## src/verilog/tcr_pkg.sv

```systemverilog
/*
  Package for the cell-delineation status, section-reset and transmit-control register slice.
  Holds the register indices, field positions, reset values and bus and control structs.
  Assumes a single 40 MHz clock domain and a byte-addressed register port (byte address = 4*index).
*/
// Contract
// - selector low four bits name the link whose state is read back
// - selector bit 4 is read-only and flips on every write access
// - state readback refreshed from the selected link when selector write completes
// - readback bits 1:0 show 00 hunt, 01 presync, 10 sync, 11 unused
// - sync status bit per link, live, high only while that link is synchronised
// - one write setting reset bits 7,6,5 together resets all logic
// - writing 1 to reset bit 7 resets the receive section
// - writing 1 to reset bit 6 resets the transmit section
// - writing 1 to reset bit 5 resets the statistics counters
// - eight transmit registers, upper byte link N+8, lower byte link N
// - bits 15 and 7 choose user-only or total transmit cell counting
// - bits 13 and 5 set drop the coset from generated header check
// - bits 12 and 4 enable transmit cell scrambling
// - unused upper bits of selector, readback and reset registers read zero
// - presync moves to sync after programmable run of good headers, default six
// - sync falls to hunt after programmable run of bad headers, default seven
package tcr_pkg;

  localparam int          ADDR_W         = 16;
  localparam int          DATA_W         = 16;
  localparam int          NUM_LINKS      = 16;
  localparam int          NUM_TX_REGS    = 8;

  // register indices, byte address is four times the index
  localparam logic [13:0] IDX_DLN_PARAM  = 14'h00C9;
  localparam logic [13:0] IDX_LINK_SEL   = 14'h00DC;
  localparam logic [13:0] IDX_STATE_RB   = 14'h00E4;
  localparam logic [13:0] IDX_SYNC_STAT  = 14'h00E6;
  localparam logic [13:0] IDX_RESET_CTL  = 14'h0299;
  localparam logic [13:0] IDX_TX_BASE    = 14'h0318;
  localparam logic [13:0] IDX_IRQ_STAT   = 14'h03F0;
  localparam logic [13:0] IDX_IRQ_MASK   = 14'h03F1;

  // field positions
  localparam int          SEL_TOGGLE_BIT = 4;
  localparam int          RST_RX_BIT     = 7;
  localparam int          RST_TX_BIT     = 6;
  localparam int          RST_CNT_BIT    = 5;
  localparam int          TX_USER_BIT    = 7;
  localparam int          TX_NOCOSET_BIT = 5;
  localparam int          TX_SCRAM_BIT   = 4;
  localparam int          TX_HI_OFS      = 8;

  // writable masks and reset values
  localparam logic [15:0] RESET_KEEP_MSK = 16'h011F;
  localparam logic [15:0] TX_CTL_RESET   = 16'h0808;
  localparam logic [3:0]  DELTA_DEFAULT  = 4'h6;
  localparam logic [3:0]  LOSS_CELL_DFLT = 4'h7;
  localparam logic [7:0]  DLN_PARAM_RST  = {DELTA_DEFAULT, LOSS_CELL_DFLT};

  // readback encodings of delineation state
  localparam logic [1:0]  RB_HUNT        = 2'h0;
  localparam logic [1:0]  RB_PRESYNC     = 2'h1;
  localparam logic [1:0]  RB_SYNC        = 2'h2;

  typedef enum logic [1:0] {
    DLN_HUNT    = 2'b00,
    DLN_PRESYNC = 2'b01,
    DLN_SYNC    = 2'b11
  } tcr_dln_e;

  typedef struct packed {
    logic [ADDR_W-1:0] addr;
    logic [DATA_W-1:0] wdata;
    logic              wr;
    logic              rd;
  } tcr_bus_req_s;

  typedef struct packed {
    logic user_only;
    logic no_coset;
    logic scramble;
  } tcr_tx_ctl_s;

endpackage : tcr_pkg

```

## src/verilog/tcr_regs.sv

```systemverilog
/*
  Register slice: link selector, delineation readback, live sync vector, section resets,
  per-link transmit controls, one delineation machine per receive link and a level interrupt.
  Assumes cell_strobe and hec_good come from logic on ref_clk; bus master never waits.
*/
// Local design decision: strobed register access.
module tcr_regs #(
  parameter int LINKS = tcr_pkg::NUM_LINKS
) (
  input  wire logic                      ref_clk,
  input  wire logic                      rst_b,
  input  wire tcr_pkg::tcr_bus_req_s     bus_req,
  output logic [tcr_pkg::DATA_W-1:0]     bus_rdata,
  input  wire logic [LINKS-1:0]          cell_strobe,
  input  wire logic [LINKS-1:0]          hec_good,
  output logic [LINKS-1:0]               link_in_sync,
  output tcr_pkg::tcr_tx_ctl_s [LINKS-1:0] tx_ctl,
  output logic                           rx_reset_pulse,
  output logic                           tx_reset_pulse,
  output logic                           cnt_reset_pulse,
  output logic                           global_reset_pulse,
  output logic                           irq
);

  // refuse a link count the register layout cannot serve
  if (LINKS != tcr_pkg::NUM_LINKS) begin : g_bad_links
    $error("tcr_regs: LINKS must equal the sixteen-link register layout");
  end

  logic [13:0]               idx;
  logic                      aligned;
  logic                      wr_sel;
  logic                      wr_rst;
  logic                      wr_par;
  logic                      wr_msk;
  logic                      rd_stat;
  logic [15:0]               sel_r;
  logic [15:0]               rb_r;
  logic [15:0]               rst_keep_r;
  logic [7:0]                par_r;
  logic [15:0]               tx_r [tcr_pkg::NUM_TX_REGS];
  logic [15:0]               stat_r;
  logic [15:0]               mask_r;
  logic [15:0]               stat_nxt;
  logic [15:0]               rdata_nxt;
  logic                      glob_r;
  logic [LINKS-1:0]          lost_sync;
  tcr_pkg::tcr_dln_e         cell_delineation_fsm_r [LINKS];

  // map machine state to readback code
  function automatic logic [1:0] rb_code(input tcr_pkg::tcr_dln_e s);
    unique case (s)
      tcr_pkg::DLN_HUNT:    rb_code = tcr_pkg::RB_HUNT;
      tcr_pkg::DLN_PRESYNC: rb_code = tcr_pkg::RB_PRESYNC;
      tcr_pkg::DLN_SYNC:    rb_code = tcr_pkg::RB_SYNC;
      default:             rb_code = tcr_pkg::RB_HUNT;
    endcase
  endfunction : rb_code

  // transmit register slot hit by an index
  function automatic logic is_tx(input logic [13:0] i);
    is_tx = (i >= tcr_pkg::IDX_TX_BASE) &&
            (i <  tcr_pkg::IDX_TX_BASE + 14'(tcr_pkg::NUM_TX_REGS));
  endfunction : is_tx

  // address decode
  assign idx      = bus_req.addr[15:2];
  assign aligned  = (bus_req.addr[1:0] == 2'h0);
  assign wr_sel   = bus_req.wr && aligned && (idx == tcr_pkg::IDX_LINK_SEL);
  assign wr_rst   = bus_req.wr && aligned && (idx == tcr_pkg::IDX_RESET_CTL);
  assign wr_par   = bus_req.wr && aligned && (idx == tcr_pkg::IDX_DLN_PARAM);
  assign wr_msk   = bus_req.wr && aligned && (idx == tcr_pkg::IDX_IRQ_MASK);
  assign rd_stat  = bus_req.rd && aligned && (idx == tcr_pkg::IDX_IRQ_STAT);

  // link selector and access toggle
  always_ff @(posedge ref_clk or negedge rst_b) begin
    if (!rst_b) begin
      sel_r <= 16'h0000;
    end else if (glob_r) begin
      sel_r <= 16'h0000;
    end else begin
      if (wr_sel) begin
        sel_r[3:0] <= bus_req.wdata[3:0];
      end
      if (bus_req.wr) begin
        sel_r[tcr_pkg::SEL_TOGGLE_BIT] <= ~sel_r[tcr_pkg::SEL_TOGGLE_BIT];
      end
    end
  end

  // state readback captured as the selector write completes
  always_ff @(posedge ref_clk or negedge rst_b) begin
    if (!rst_b) begin
      rb_r <= 16'h0000;
    end else if (glob_r) begin
      rb_r <= 16'h0000;
    end else if (wr_sel) begin
      rb_r <= {14'h0000, rb_code(cell_delineation_fsm_r[bus_req.wdata[3:0]])};
    end
  end

  // delineation thresholds
  always_ff @(posedge ref_clk or negedge rst_b) begin
    if (!rst_b) begin
      par_r <= tcr_pkg::DLN_PARAM_RST;
    end else if (glob_r) begin
      par_r <= tcr_pkg::DLN_PARAM_RST;
    end else if (wr_par) begin
      par_r <= bus_req.wdata[7:0];
    end
  end

  // reset control, request bits self-clear after one pulse
  always_ff @(posedge ref_clk or negedge rst_b) begin
    if (!rst_b) begin
      rst_keep_r         <= 16'h0000;
      rx_reset_pulse     <= 1'b0;
      tx_reset_pulse     <= 1'b0;
      cnt_reset_pulse    <= 1'b0;
      global_reset_pulse <= 1'b0;
      glob_r             <= 1'b0;
    end else begin
      rx_reset_pulse     <= 1'b0;
      tx_reset_pulse     <= 1'b0;
      cnt_reset_pulse    <= 1'b0;
      global_reset_pulse <= 1'b0;
      glob_r             <= 1'b0;
      if (glob_r) begin
        rst_keep_r <= 16'h0000;
      end else if (wr_rst) begin
        rst_keep_r <= bus_req.wdata & tcr_pkg::RESET_KEEP_MSK;
        rx_reset_pulse  <= bus_req.wdata[tcr_pkg::RST_RX_BIT];
        tx_reset_pulse  <= bus_req.wdata[tcr_pkg::RST_TX_BIT];
        cnt_reset_pulse <= bus_req.wdata[tcr_pkg::RST_CNT_BIT];
        if (&bus_req.wdata[7:5]) begin
          global_reset_pulse <= 1'b1;
          glob_r             <= 1'b1;
        end
      end
    end
  end

  // transmit control registers, one per link pair
  genvar g;
  generate
    for (g = 0; g < tcr_pkg::NUM_TX_REGS; g++) begin : g_tx
      always_ff @(posedge ref_clk or negedge rst_b) begin
        if (!rst_b) begin
          tx_r[g] <= tcr_pkg::TX_CTL_RESET;
        end else if (glob_r || tx_reset_pulse) begin
          tx_r[g] <= tcr_pkg::TX_CTL_RESET;
        end else if (bus_req.wr && aligned && (idx == tcr_pkg::IDX_TX_BASE + 14'(g))) begin
          tx_r[g] <= bus_req.wdata;
        end
      end
      // lower byte link N, upper byte link N+8
      assign tx_ctl[g].user_only   = tx_r[g][tcr_pkg::TX_USER_BIT];
      assign tx_ctl[g+8].user_only = tx_r[g][tcr_pkg::TX_USER_BIT + tcr_pkg::TX_HI_OFS];
      assign tx_ctl[g].no_coset    = tx_r[g][tcr_pkg::TX_NOCOSET_BIT];
      assign tx_ctl[g+8].no_coset  = tx_r[g][tcr_pkg::TX_NOCOSET_BIT + tcr_pkg::TX_HI_OFS];
      assign tx_ctl[g].scramble    = tx_r[g][tcr_pkg::TX_SCRAM_BIT];
      assign tx_ctl[g+8].scramble  = tx_r[g][tcr_pkg::TX_SCRAM_BIT + tcr_pkg::TX_HI_OFS];
    end
  endgenerate

  // one delineation machine per receive link
  generate
    for (g = 0; g < LINKS; g++) begin : g_cd
      logic [3:0] run_r;
      always_ff @(posedge ref_clk or negedge rst_b) begin
        if (!rst_b) begin
          cell_delineation_fsm_r[g] <= tcr_pkg::DLN_HUNT;
          run_r                     <= 4'h0;
        end else if (glob_r || rx_reset_pulse) begin
          cell_delineation_fsm_r[g] <= tcr_pkg::DLN_HUNT;
          run_r                     <= 4'h0;
        end else if (cell_strobe[g]) begin
          unique case (cell_delineation_fsm_r[g])
            tcr_pkg::DLN_HUNT: begin
              run_r <= 4'h0;
              if (hec_good[g]) begin
                cell_delineation_fsm_r[g] <= tcr_pkg::DLN_PRESYNC;
              end
            end
            tcr_pkg::DLN_PRESYNC: begin
              if (!hec_good[g]) begin
                cell_delineation_fsm_r[g] <= tcr_pkg::DLN_HUNT;
                run_r                     <= 4'h0;
              end else if (5'(run_r) + 5'h01 >= {1'b0, par_r[7:4]}) begin
                cell_delineation_fsm_r[g] <= tcr_pkg::DLN_SYNC;
                run_r                     <= 4'h0;
              end else begin
                run_r <= run_r + 4'h1;
              end
            end
            tcr_pkg::DLN_SYNC: begin
              if (hec_good[g]) begin
                run_r <= 4'h0;
              end else if (5'(run_r) + 5'h01 >= {1'b0, par_r[3:0]}) begin
                cell_delineation_fsm_r[g] <= tcr_pkg::DLN_HUNT;
                run_r                     <= 4'h0;
              end else begin
                run_r <= run_r + 4'h1;
              end
            end
            default: begin
              cell_delineation_fsm_r[g] <= tcr_pkg::DLN_HUNT;
              run_r                     <= 4'h0;
            end
          endcase
        end
      end
      assign link_in_sync[g] = (cell_delineation_fsm_r[g] == tcr_pkg::DLN_SYNC);
      assign lost_sync[g]    = (cell_delineation_fsm_r[g] == tcr_pkg::DLN_SYNC) &&
                               cell_strobe[g] && !hec_good[g] && !glob_r && !rx_reset_pulse &&
                               (5'(run_r) + 5'h01 >= {1'b0, par_r[3:0]});
    end
  endgenerate

  // sticky loss-of-sync events, set wins over read clear
  always_comb begin
    stat_nxt = rd_stat ? 16'h0000 : stat_r;
    stat_nxt = stat_nxt | lost_sync;
  end

  always_ff @(posedge ref_clk or negedge rst_b) begin
    if (!rst_b) begin
      stat_r <= 16'h0000;
      mask_r <= 16'h0000;
    end else if (glob_r) begin
      stat_r <= 16'h0000;
      mask_r <= 16'h0000;
    end else begin
      stat_r <= stat_nxt;
      if (wr_msk) begin
        mask_r <= bus_req.wdata;
      end
    end
  end

  assign irq = |(stat_r & mask_r);

  // read mux, unmapped reads zero
  always_comb begin
    rdata_nxt = 16'h0000;
    if (aligned) begin
      if (idx == tcr_pkg::IDX_LINK_SEL) begin
        rdata_nxt = {11'h000, sel_r[4:0]};
      end else if (idx == tcr_pkg::IDX_STATE_RB) begin
        rdata_nxt = {14'h0000, rb_r[1:0]};
      end else if (idx == tcr_pkg::IDX_SYNC_STAT) begin
        rdata_nxt = link_in_sync;
      end else if (idx == tcr_pkg::IDX_RESET_CTL) begin
        rdata_nxt = {7'h00, rst_keep_r[8:0]};
      end else if (idx == tcr_pkg::IDX_DLN_PARAM) begin
        rdata_nxt = {8'h00, par_r};
      end else if (is_tx(idx)) begin
        rdata_nxt = tx_r[3'(idx - tcr_pkg::IDX_TX_BASE)];
      end else if (idx == tcr_pkg::IDX_IRQ_STAT) begin
        rdata_nxt = stat_r;
      end else if (idx == tcr_pkg::IDX_IRQ_MASK) begin
        rdata_nxt = mask_r;
      end
    end
  end

  always_ff @(posedge ref_clk or negedge rst_b) begin
    if (!rst_b) begin
      bus_rdata <= 16'h0000;
    end else if (bus_req.rd) begin
      bus_rdata <= rdata_nxt;
    end else begin
      bus_rdata <= 16'h0000;
    end
  end
endmodule : tcr_regs

```

## config.mk

```make
export PLATFORM = sky130hd
export DESIGN_NAME = tcr_regs
export DESIGN_NICKNAME = d
export VERILOG_FILES = /design/src/verilog/tcr_pkg.sv /design/src/verilog/tcr_regs.sv
export SDC_FILE = /design/constraint.sdc
export NUM_CORES = 1
export LEC_CHECK = 0
export BUFFER_PORTS_ARGS = -buffer_cell sky130_fd_sc_hd__buf_4
export CORE_AREA = 2 2 232 234
export CTS_CLUSTER_SIZE = 12
export DETAILED_ROUTE_END_ITERATION = 6
export DIE_AREA = 0 0 234 236
export GPL_ROUTABILITY_DRIVEN = 0
export RECOVER_POWER = 50
export SKIP_LAST_GASP = 1
export SLEW_MARGIN = 20
export SYNTH_ARGS = -nofsm -noshare
export SYNTH_HDL_FRONTEND = slang
export SYNTH_SLANG_ARGS = --single-unit
export TNS_END_PERCENT = 50
```

## constraint.sdc

```tcl
create_clock -name ref_clk -period 2.4 [get_ports ref_clk]
set_input_delay 0.12 -clock ref_clk [delete_from_list [all_inputs] [get_ports ref_clk]]
set_output_delay 0.12 -clock ref_clk [all_outputs]
set_load 0.05 [all_outputs]
```

# [After elaboration in Yosys (flattened, before gate mapping)]
# Cells that the tools add are included.
[classes] addsub=33 multipliers=0 div_mod_pow=0 n_lt_le_gt_ge=36 eq_ne=113 shift=0 muxes=295 bitwise=5 n_reduce_logical=180
[op_table] operator="16-bit 2-to-1 mux" n=32
[op_table] operator="4-bit 2-to-1 mux" n=97
[op_table] operator="2-bit 2-to-1 mux" n=116
[op_table] operator="5-bit by 4-bit greater-or-equal comparator with 1-bit output" n=32
[op_table] operator="14-bit by 10-bit == test with 1-bit output, second input constant" n=11
[op_table] operator="4-bit one-hot mux with 2 select lines" n=16
[op_table] operator="1-bit logical AND" n=96
[op_table] operator="2-bit one-hot mux with 3 select lines" n=16
[op_table] operator="4-bit by 1-bit adder with 5-bit output, second input constant" n=16
[op_table] operator="5-bit AND reduction" n=16
[op_table] operator="4-bit by 1-bit adder with 4-bit output, second input constant" n=16
[op_table] operator="4-bit inequality test, second input constant" n=16
[op_table] operator="2-bit nonzero test" n=29
[op_table] operator="14-bit by 8-bit == test with 1-bit output, second input constant" n=4
[op_table] operator="16-bit binary-select mux with 3-bit select" n=1
[op_table] operator="3-bit by 1-bit inequality test with 1-bit output, second input constant" n=16
[op_table] operator="3-bit by 2-bit inequality test with 1-bit output, second input constant" n=16
[op_table] operator="3-bit inequality test, second input constant" n=16
[op_table] operator="2-bit by 1-bit == test with 1-bit output, second input constant" n=17
[op_table] operator="2-bit == test, second input constant" n=17
[op_table] operator="2-bit zero test" n=17
[op_table] operator="1-bit zero test" n=18
[op_table] operator="9-bit 2-to-1 mux" n=2
[op_table] operator="16-bit AND" n=1
[op_table] operator="other kinds (17)" n=28
[totals] regBits=300 latch_bits=0 ramBits=0 romBits=0 in_bits=68 output_inout_bits=85 wordCells=714 mem_count=0

# [Depth between registers and ports, before layout]
# Gate-level depths: netlist of the first run.
[logic_depth] depth_word=13 mapped_depth=9 depth_no_buf=9

# [Least setup slack after synthesis of the first run]
# No wires, ideal clock.
[synth_timing] path_type="input to register" startpoint="input bus_req[32] (netlist name)" endpoint="register rb_r[0]" setup_ns=0.065 arrival_time_ns=2.421 required_time_ns=2.335 setup_slack_ns=-0.086 cell_stages=8 path_buffers=2 path_cell_list="or4_4 or3_1 buf_2 or4_4 nand2b_4 buf_6 or4b_1 nand2_1"
[synth_via] elab_chain_len=3
[synth_rtl] item="start: declaration" line_no="tcr_regs.sv:12" rtl="input wire tcr_pkg::tcr_bus_req_s bus_req,"
[synth_rtl] item="14-bit by 8-bit == test with 1-bit output" line_no="tcr_regs.sv:69" rtl="assign wr_sel = bus_req.wr && aligned && (idx == tcr_pkg::IDX_LINK_SEL);"
[synth_rtl] item="1-bit logical AND" line_no="tcr_regs.sv:69"
[synth_rtl] item="2-bit nonzero test (no source line)"
[synth_rtl] item="end signal: assignment" line_no="tcr_regs.sv:98" rtl="rb_r <= {14'h0000, rb_code(cell_delineation_fsm_r[bus_req.wdata[3:0]])};"
[synth_rtl] item="end: declaration" line_no="tcr_regs.sv:38" rtl="logic [15:0] rb_r;"
# No other way between the ends.
# A chain may end at the register's enable or synchronous reset.

# [Worst setup path in the final report of the first run]
[layout_timing] startpoint="register par_r[0]" endpoint="register g_cd[14].run_r[2]"
[layout_via] elab_chain_len=6
[layout_rtl] item="start: declaration" line_no="tcr_regs.sv:40" rtl="logic [7:0] par_r;"
[layout_rtl] item="start signal: assignment" line_no="tcr_regs.sv:105" rtl="par_r <= tcr_pkg::DLN_PARAM_RST;"
[layout_rtl] item="start signal: assignment" line_no="tcr_regs.sv:107" rtl="par_r <= tcr_pkg::DLN_PARAM_RST;"
[layout_rtl] item="start signal: assignment" line_no="tcr_regs.sv:109" rtl="par_r <= bus_req.wdata[7:0];"
[layout_rtl] item="5-bit by 4-bit greater-or-equal comparator with 1-bit output" line_no="tcr_regs.sv:199" rtl="end else if (5'(run_r) + 5'h01 >= {1'b0, par_r[3:0]}) begin"
[layout_rtl] item="4-bit 2-to-1 mux" line_no="tcr_regs.sv:199"
[layout_rtl] item="4-bit 2-to-1 mux" line_no="tcr_regs.sv:197" rtl="if (hec_good[g]) begin"
[layout_rtl] item="4-bit one-hot mux with 2 select lines" line_no="tcr_regs.sv:178" rtl="unique case (cell_delineation_fsm_r[g])"
[layout_rtl] item="4-bit 2-to-1 mux" line_no="tcr_regs.sv:177" rtl="end else if (cell_strobe[g]) begin"
[layout_rtl] item="4-bit 2-to-1 mux" line_no="tcr_regs.sv:174" rtl="end else if (glob_r || rx_reset_pulse) begin"
[layout_rtl] item="end signal: assignment" line_no="tcr_regs.sv:193" rtl="run_r <= run_r + 4'h1;"
[layout_rtl] item="end signal: assignment" line_no="tcr_regs.sv:203" rtl="run_r <= run_r + 4'h1;"
[layout_rtl] item="end: declaration" line_no="tcr_regs.sv:169" rtl="logic [3:0] run_r;"
# No other way between the ends. The select of a mux whose other input is x is not followed.

==> flow_summary.ini, run 1 <==
[cells_and_area]
seqCellArea_um2 = 7460
final_area_um2 = 22400
area_growth_pct = 22.2
final.fill_count = 5104
drive_above_1_share = 0.180
multiInputGateArea_um2 = 10100
layout_commonest_cell = nand2_1
final_cell_mix = 357 x nand2_1, 273 x dfrtp_1, 174 x a21oi_1
layout.nets = 2372

[floorplan]
num_rows = 85
die_area_um2 = 55200
die_w_um = 234
initial_core_util = 0.346
ioPinCount = 153
die_h_um = 236
core_area_um2 = 53100

[placed_design]
dpl.hpwl_mm = 42.1
port_buffers = 152
dpl_cell_area_um2 = 20800
place_ws_ns = -0.0643

[sta]
rsz0062_at_grt = true
period_share = 1.00
worst_slack_ns = -0.00191
hold_ws_ns = 0.0145
max_slew_margin = -0.265
setup_violations = 1
slew_viol_final = 64
fmax_mhz = 416
worstMarginPinSlew_ns = 1.90
hold_violations = 0
finalCriticalPeriod_ns = 2.40
skew_ns = 0.0181

[logic_synthesis]
yosysSeqAreaShare = 0.406
synthSimpleGateAreaFrac = 0.180
synth_compound_area_frac = 0.173
synthMuxAreaShare = 0.0818
synth_xor_area_frac = 0.0105
synth_fp_nets = 2176
synthAdderAreaFrac = 0.0982
ys_types = 64
ys.warnings.count = 0
synth_top_family_by_area = simple AND/OR/NAND/NOR gates
synth_seq_cells = 297
synth_cells = 1964
synth_area_per_cell_um2 = 9.34
synthArstFlopShare = 1.00
synth_edf_count = 0
ys.flop_type = dfrtp_1
syn_area_um2 = 18400

[global_route]
gr-usage-all-layers = 0.215
grt_pass1_vias = 15700
grt_antenna_before_repair = 4
grt_pass1_wl_mm = 92.6
gr-total-overflow = 0
grt_start_max_net_pins = 77

[routing]
ant_nets = 0
wl_per_cell_um = 20.7
dr_total_vias = 16000
drt-total-wl_mm = 59.8
vias_per_cell = 5.54
drtPass1Iterations = 5
drt_iter0_drc = 1267
drc_errors = 0

[outcome]
status = finished, violations left
violations = capacitance limit, slew limit, setup timing

[critical_path]
reg2reg_depth = 9
crit_buf_inv = 2
r2r_slack_ns = -0.002
slowest_delay_ns = 0.61
r2r_end = g_cd[14].run_r[2]
cp-start-kind = flop
crit_chain = buf_4, buf_4, ha_1, nand2b_1, a211oi_2, o21ai_1, o31a_1, o32ai_2, a22o_1
critPathMaxFanout = 3
crit_family = compound AO/OA/AOI/OAI gates
worstPathRequired_ns = 2.87
crit_top_cell = buf_4
cp-end-kind = flop
critPathArrivalTime_ns = 2.87
critPathSlowestCell = dfstp_2
r2r-start = par_r[0]
path_class = flop to flop

[clock_network]
clk_path_buf_depth = 3
cts_buffers = 34
path_clk_slew_ns = 0.06
cts_tree = yes
htreeDepth = 2
cts_root_buf = clkbuf_16
cts.sinks = 297
clock_latency_ns = 0.55

[power_and_ir_drop]
power_mw = 16.6
p_leak_nw = 10.7
p_per_area_nw_per_um2 = 740
max-vdd-ir-drop_uv = 505

[worst_hold_path]
min-delay-start = bus_req[2]
hold_path_class = primary input to flop
holdPathEnd = tx_r[112]
min_path_cells = 3

[flow_run]
drv_cap = 1
stage by stage:
step	util	instances	setup TNS [ns]
finish	0.422	2883	-0.00191
detailed placement	0.392	2764	-0.635
global placement	0.392	2764	-0.628
global route	0.422	2882	-0.789
CTS	0.421	2874	0
floorplan	-	1964	-0.0859
cells in the mapped netlist (8+ instances only):
cell / count / area [µm²]
nand3_1: 59 / 295
and2_1: 11 / 68.8
mux4_2: 40 / 901
a22o_1: 42 / 368
nand2b_1: 66 / 413
buf_4: 48 / 360
nand4_1: 18 / 113
mux2i_1: 43 / 430
a221oi_1: 8 / 70.1
a21o_1: 15 / 113
o211ai_1: 15 / 113
o31ai_1: 12 / 90.1
o21ai_0: 94 / 470
inv_1: 55 / 206
nor3_1: 27 / 135
a211o_1: 11 / 96.3
nand2_1: 357 / 1340
mux2_2: 15 / 169
nor2_1: 99 / 372
nor2b_1: 26 / 163
a211oi_1: 35 / 263
dfstp_2: 21 / 552
xnor2_1: 17 / 149
a21oi_1: 176 / 881
buf_1: 10 / 37.5
o22ai_1: 12 / 75.1
dfrtp_1: 276 / 6910
a31oi_1: 14 / 87.6
clkbuf_1: 74 / 278
ha_1: 144 / 1800
power by group:
group          internal [mW]  switching [mW]  total [mW]
Combinational           2.15            3.05        5.21
Sequential              5.55           0.783        6.33
Clock                   2.85            2.20        5.05
cells by family (layout without fill, tap and decap cells):
kind of cell | count (synthesis) | in the layout
AOI/OAI and AO/OA | 494 | 494
buffers and inverters | 195 | 415
and+or+nand+nor | 714 | 714
other | 0 | 3
xor gates and xnor gates | 22 | 22
muxes | 98 | 98
DFF | 297 | 297
adders and majority gates | 144 | 144
worst max path at each step:
| stage | startpoint | endpoint | slack, ns | cells after the start |
|---|---|---|---|---|
| 2_1_floorplan | bus_req[32] | rb_r[0] | -0.09 | 8 |
| 3_3_place_gp | bus_req[32] | tx_r[110] | -0.05 | 8 |
| 3_5_place_dp | bus_req[32] | tx_r[97] | -0.06 | 8 |
| 4_1_cts | par_r[0] | g_cd[5].run_r[2] | 0.01 | 8 |
| 5_1_grt | par_r[0] | g_cd[14].run_r[2] | -0.12 | 9 |
| 6_report | par_r[0] | g_cd[14].run_r[2] | -0.002 | 9 |
area by class of cell:
| cell class | count | share of cell area |
|---|---|---|
| multi-input combinational | 1472 | 0.452 |
| timing repair buffer | 300 | 0.120 |
| tap | 696 | 0.0389 |
| clock inverter | 7 | 0.00340 |
| clock buffer | 53 | 0.0438 |
| antenna | 3 | 0.000335 |
| sequential | 297 | 0.333 |
| inverter | 55 | 0.00921 |
tightest hold or removal path: cells and delay by family:
kind                   cells  cell delay (ns)
AOI/OAI and AO/OA          1             0.05
and+or+nand+nor            1             0.10
buffers and inverters      1             0.22
what timing repair did:
action,CTS,global route
buffers inserted,0,6
gates resized for setup,1,47
pin swaps,0,11
setup endpoints to repair,1,50
endpoints found under the hold margin,270,0
hold buffers,50,0
registers in the layout, indices dropped and copies added, names as in the netlist, 2 cells and up:
signal,count
tx_r,80
rst_keep_r,6
par_r,8
sel_r,5
stat_r,16
bus_rdata,16
tx_ctl,48
mask_r,16
rb_r,2
g_cd.run_r,64
cell_delineation_fsm_r,32
routing by layer:
layer  routed length [µm]  GRT usage
met5                   11          0
met4                 2120     0.0802
met3                 3820     0.0328
met2                27500      0.338
met1                26300      0.298
No activity file was read; power rests on OpenSTA's default activity.
==> run 2: changes to the inputs <==
==> constraint.sdc (replaced) <==
create_clock -name ref_clk -period 2.4 [get_ports ref_clk]
set_input_delay 0.6 -clock ref_clk [delete_from_list [all_inputs] [get_ports ref_clk]]
set_output_delay 0.6 -clock ref_clk [all_outputs]
set_load 0.05 [all_outputs]
==> flow_summary.ini, run 2 (synthesis gave the netlist of run 1 again) <==
[outcome]
status = finished, violations left
violations = setup timing

[clock_network]
cts.sinks = 297
clk_path_buf_depth = 3
clock_latency_ns = 0.57
path_clk_slew_ns = 0.06
cts_buffers = 38
cts_root_buf = clkbuf_16
htreeDepth = 2
cts_tree = yes

[routing]
drc_errors = 0
vias_per_cell = 5.58
drtPass1Iterations = 5
dr_total_vias = 16200
ant_nets = 0
drt-total-wl_mm = 60.9
drt_iter0_drc = 1336
wl_per_cell_um = 21.0

[sta]
slew_viol_final = 0
finalCriticalPeriod_ns = 2.64
hold_ws_ns = 0.239
worstMarginPinSlew_ns = 1.42
worst_slack_ns = -0.245
hold_violations = 0
setup-tns-final_ns = -0.261
rsz0062_at_grt = true
period_share = 1.10
skew_ns = 0.0365
fmax_mhz = 378
max_slew_margin = 0.0550
setup_violations = 4

[power_and_ir_drop]
power_mw = 17.6
max-vdd-ir-drop_uv = 702
p_per_area_nw_per_um2 = 778
p_leak_nw = 10.9

[cells_and_area]
final_cell_mix = 357 x nand2_1, 271 x dfrtp_1, 233 x buf_4
top_register = tx_r
drive_above_1_share = 0.218
largest_reg_flops = 80
final.fill_count = 5053
layout.nets = 2378
fin_cells = 2896
area_growth_pct = 23.6
fin_util = 0.427
layout_commonest_cell = nand2_1

[floorplan]
die_area_um2 = 55200
initial_core_util = 0.346
die_w_um = 234
ioPinCount = 153
num_rows = 85
core_area_um2 = 53100
die_h_um = 236

[critical_path]
critPathArrivalTime_ns = 2.04
cp-end-kind = output port
cp-start-kind = flop
path_class = flop to output port
worstPathRequired_ns = 1.80
critPathMaxFanout = 2

[worst_hold_path]
hold_path_class = primary input to flop

[global_route]
grt_pass1_wl_mm = 93.8
gr-usage-all-layers = 0.220
grt_pass1_vias = 15900
grt_antenna_before_repair = 5
grt_start_max_net_pins = 50
gr-total-overflow = 0

[flow_run]
drv_cap = 0

[placed_design]
port_buffers = 152
dpl.hpwl_mm = 43.9
place_inst = 2818
run 2: worst paths after layout:
check	startpoint	end	slack [ns]	cells after the start
worst max-delay path	stat_r[10]	irq	-0.24	4
worst min register to register	sel_r[3]	bus_rdata[3]	0.48	2
worst min-delay path	hec_good[2]	stat_r[2]	0.24	2
max in group asynchronous	rst_b	tx_ctl[46]	0.03	4
worst max register to register	glob_r	glob_r	0.06	4
min in group asynchronous	rst_b	g_cd[4].run_r[0]	0.88	2
run 2: power breakdown:
| group | total (mW) | internal, mW | switching, mW |
|---|---|---|---|
| registers | 6.36 | 5.55 | 0.814 |
| logic | 5.12 | 2.06 | 3.07 |
| clock network | 6.16 | 3.78 | 2.38 |
| total | 17.6 | 11.4 | 6.26 |
run 2: routing by layer:
| layer | share of wire | track usage | vias to the layer above | wire [µm] |
|---|---|---|---|---|
| met4 | 0.034 | 0.0773 | 4 | 2080 |
| met2 | 0.47 | 0.356 | 563 | 28700 |
| met1 | 0.43 | 0.296 | 8008 | 26400 |
| li1 | - | - | 7453 | - |
| met3 | 0.062 | 0.0365 | 129 | 3760 |
| met5 | 0.00051 | 0 | - | 31 |
run 2: what timing repair did:
item / 4_1_cts / 5_1_grt
resized for setup: 7 / 46
pin swaps: 3 / 11
setup buffers: 3 / 0
hold endpoints to repair: 36 / 0
setup endpoints to repair: 7 / 69
hold buffers: 1 / 0
run 2: critical path: stages (launching register included):
cell	delay [ns]
dfrtp_1	0.40
a22o_1	0.25
a221oi_2	0.23
nand4_1	0.32
buf_6	0.27
run 2: cell type report:
class	instances	area (µm²)	area share
Clock inverter	14	230	0.0102
Clock buffer	56	1110	0.0489
Tap cell	696	871	0.0384
Antenna cell	4	10.0	0.000441
Sequential cell	297	7460	0.329
Timing Repair Buffer	302	2610	0.115
Inverter	55	206	0.00910
Multi-Input combinational cell	1472	10200	0.449
run 2: stage by stage:
step | cell area, µm² | setup slack, ns
finish | 22700 | -0.245
global route | 22700 | -0.265
CTS | 22700 | -0.217
detailed placement | 21300 | -0.564
global placement | 21300 | -0.542
floorplan | 18400 | -0.566
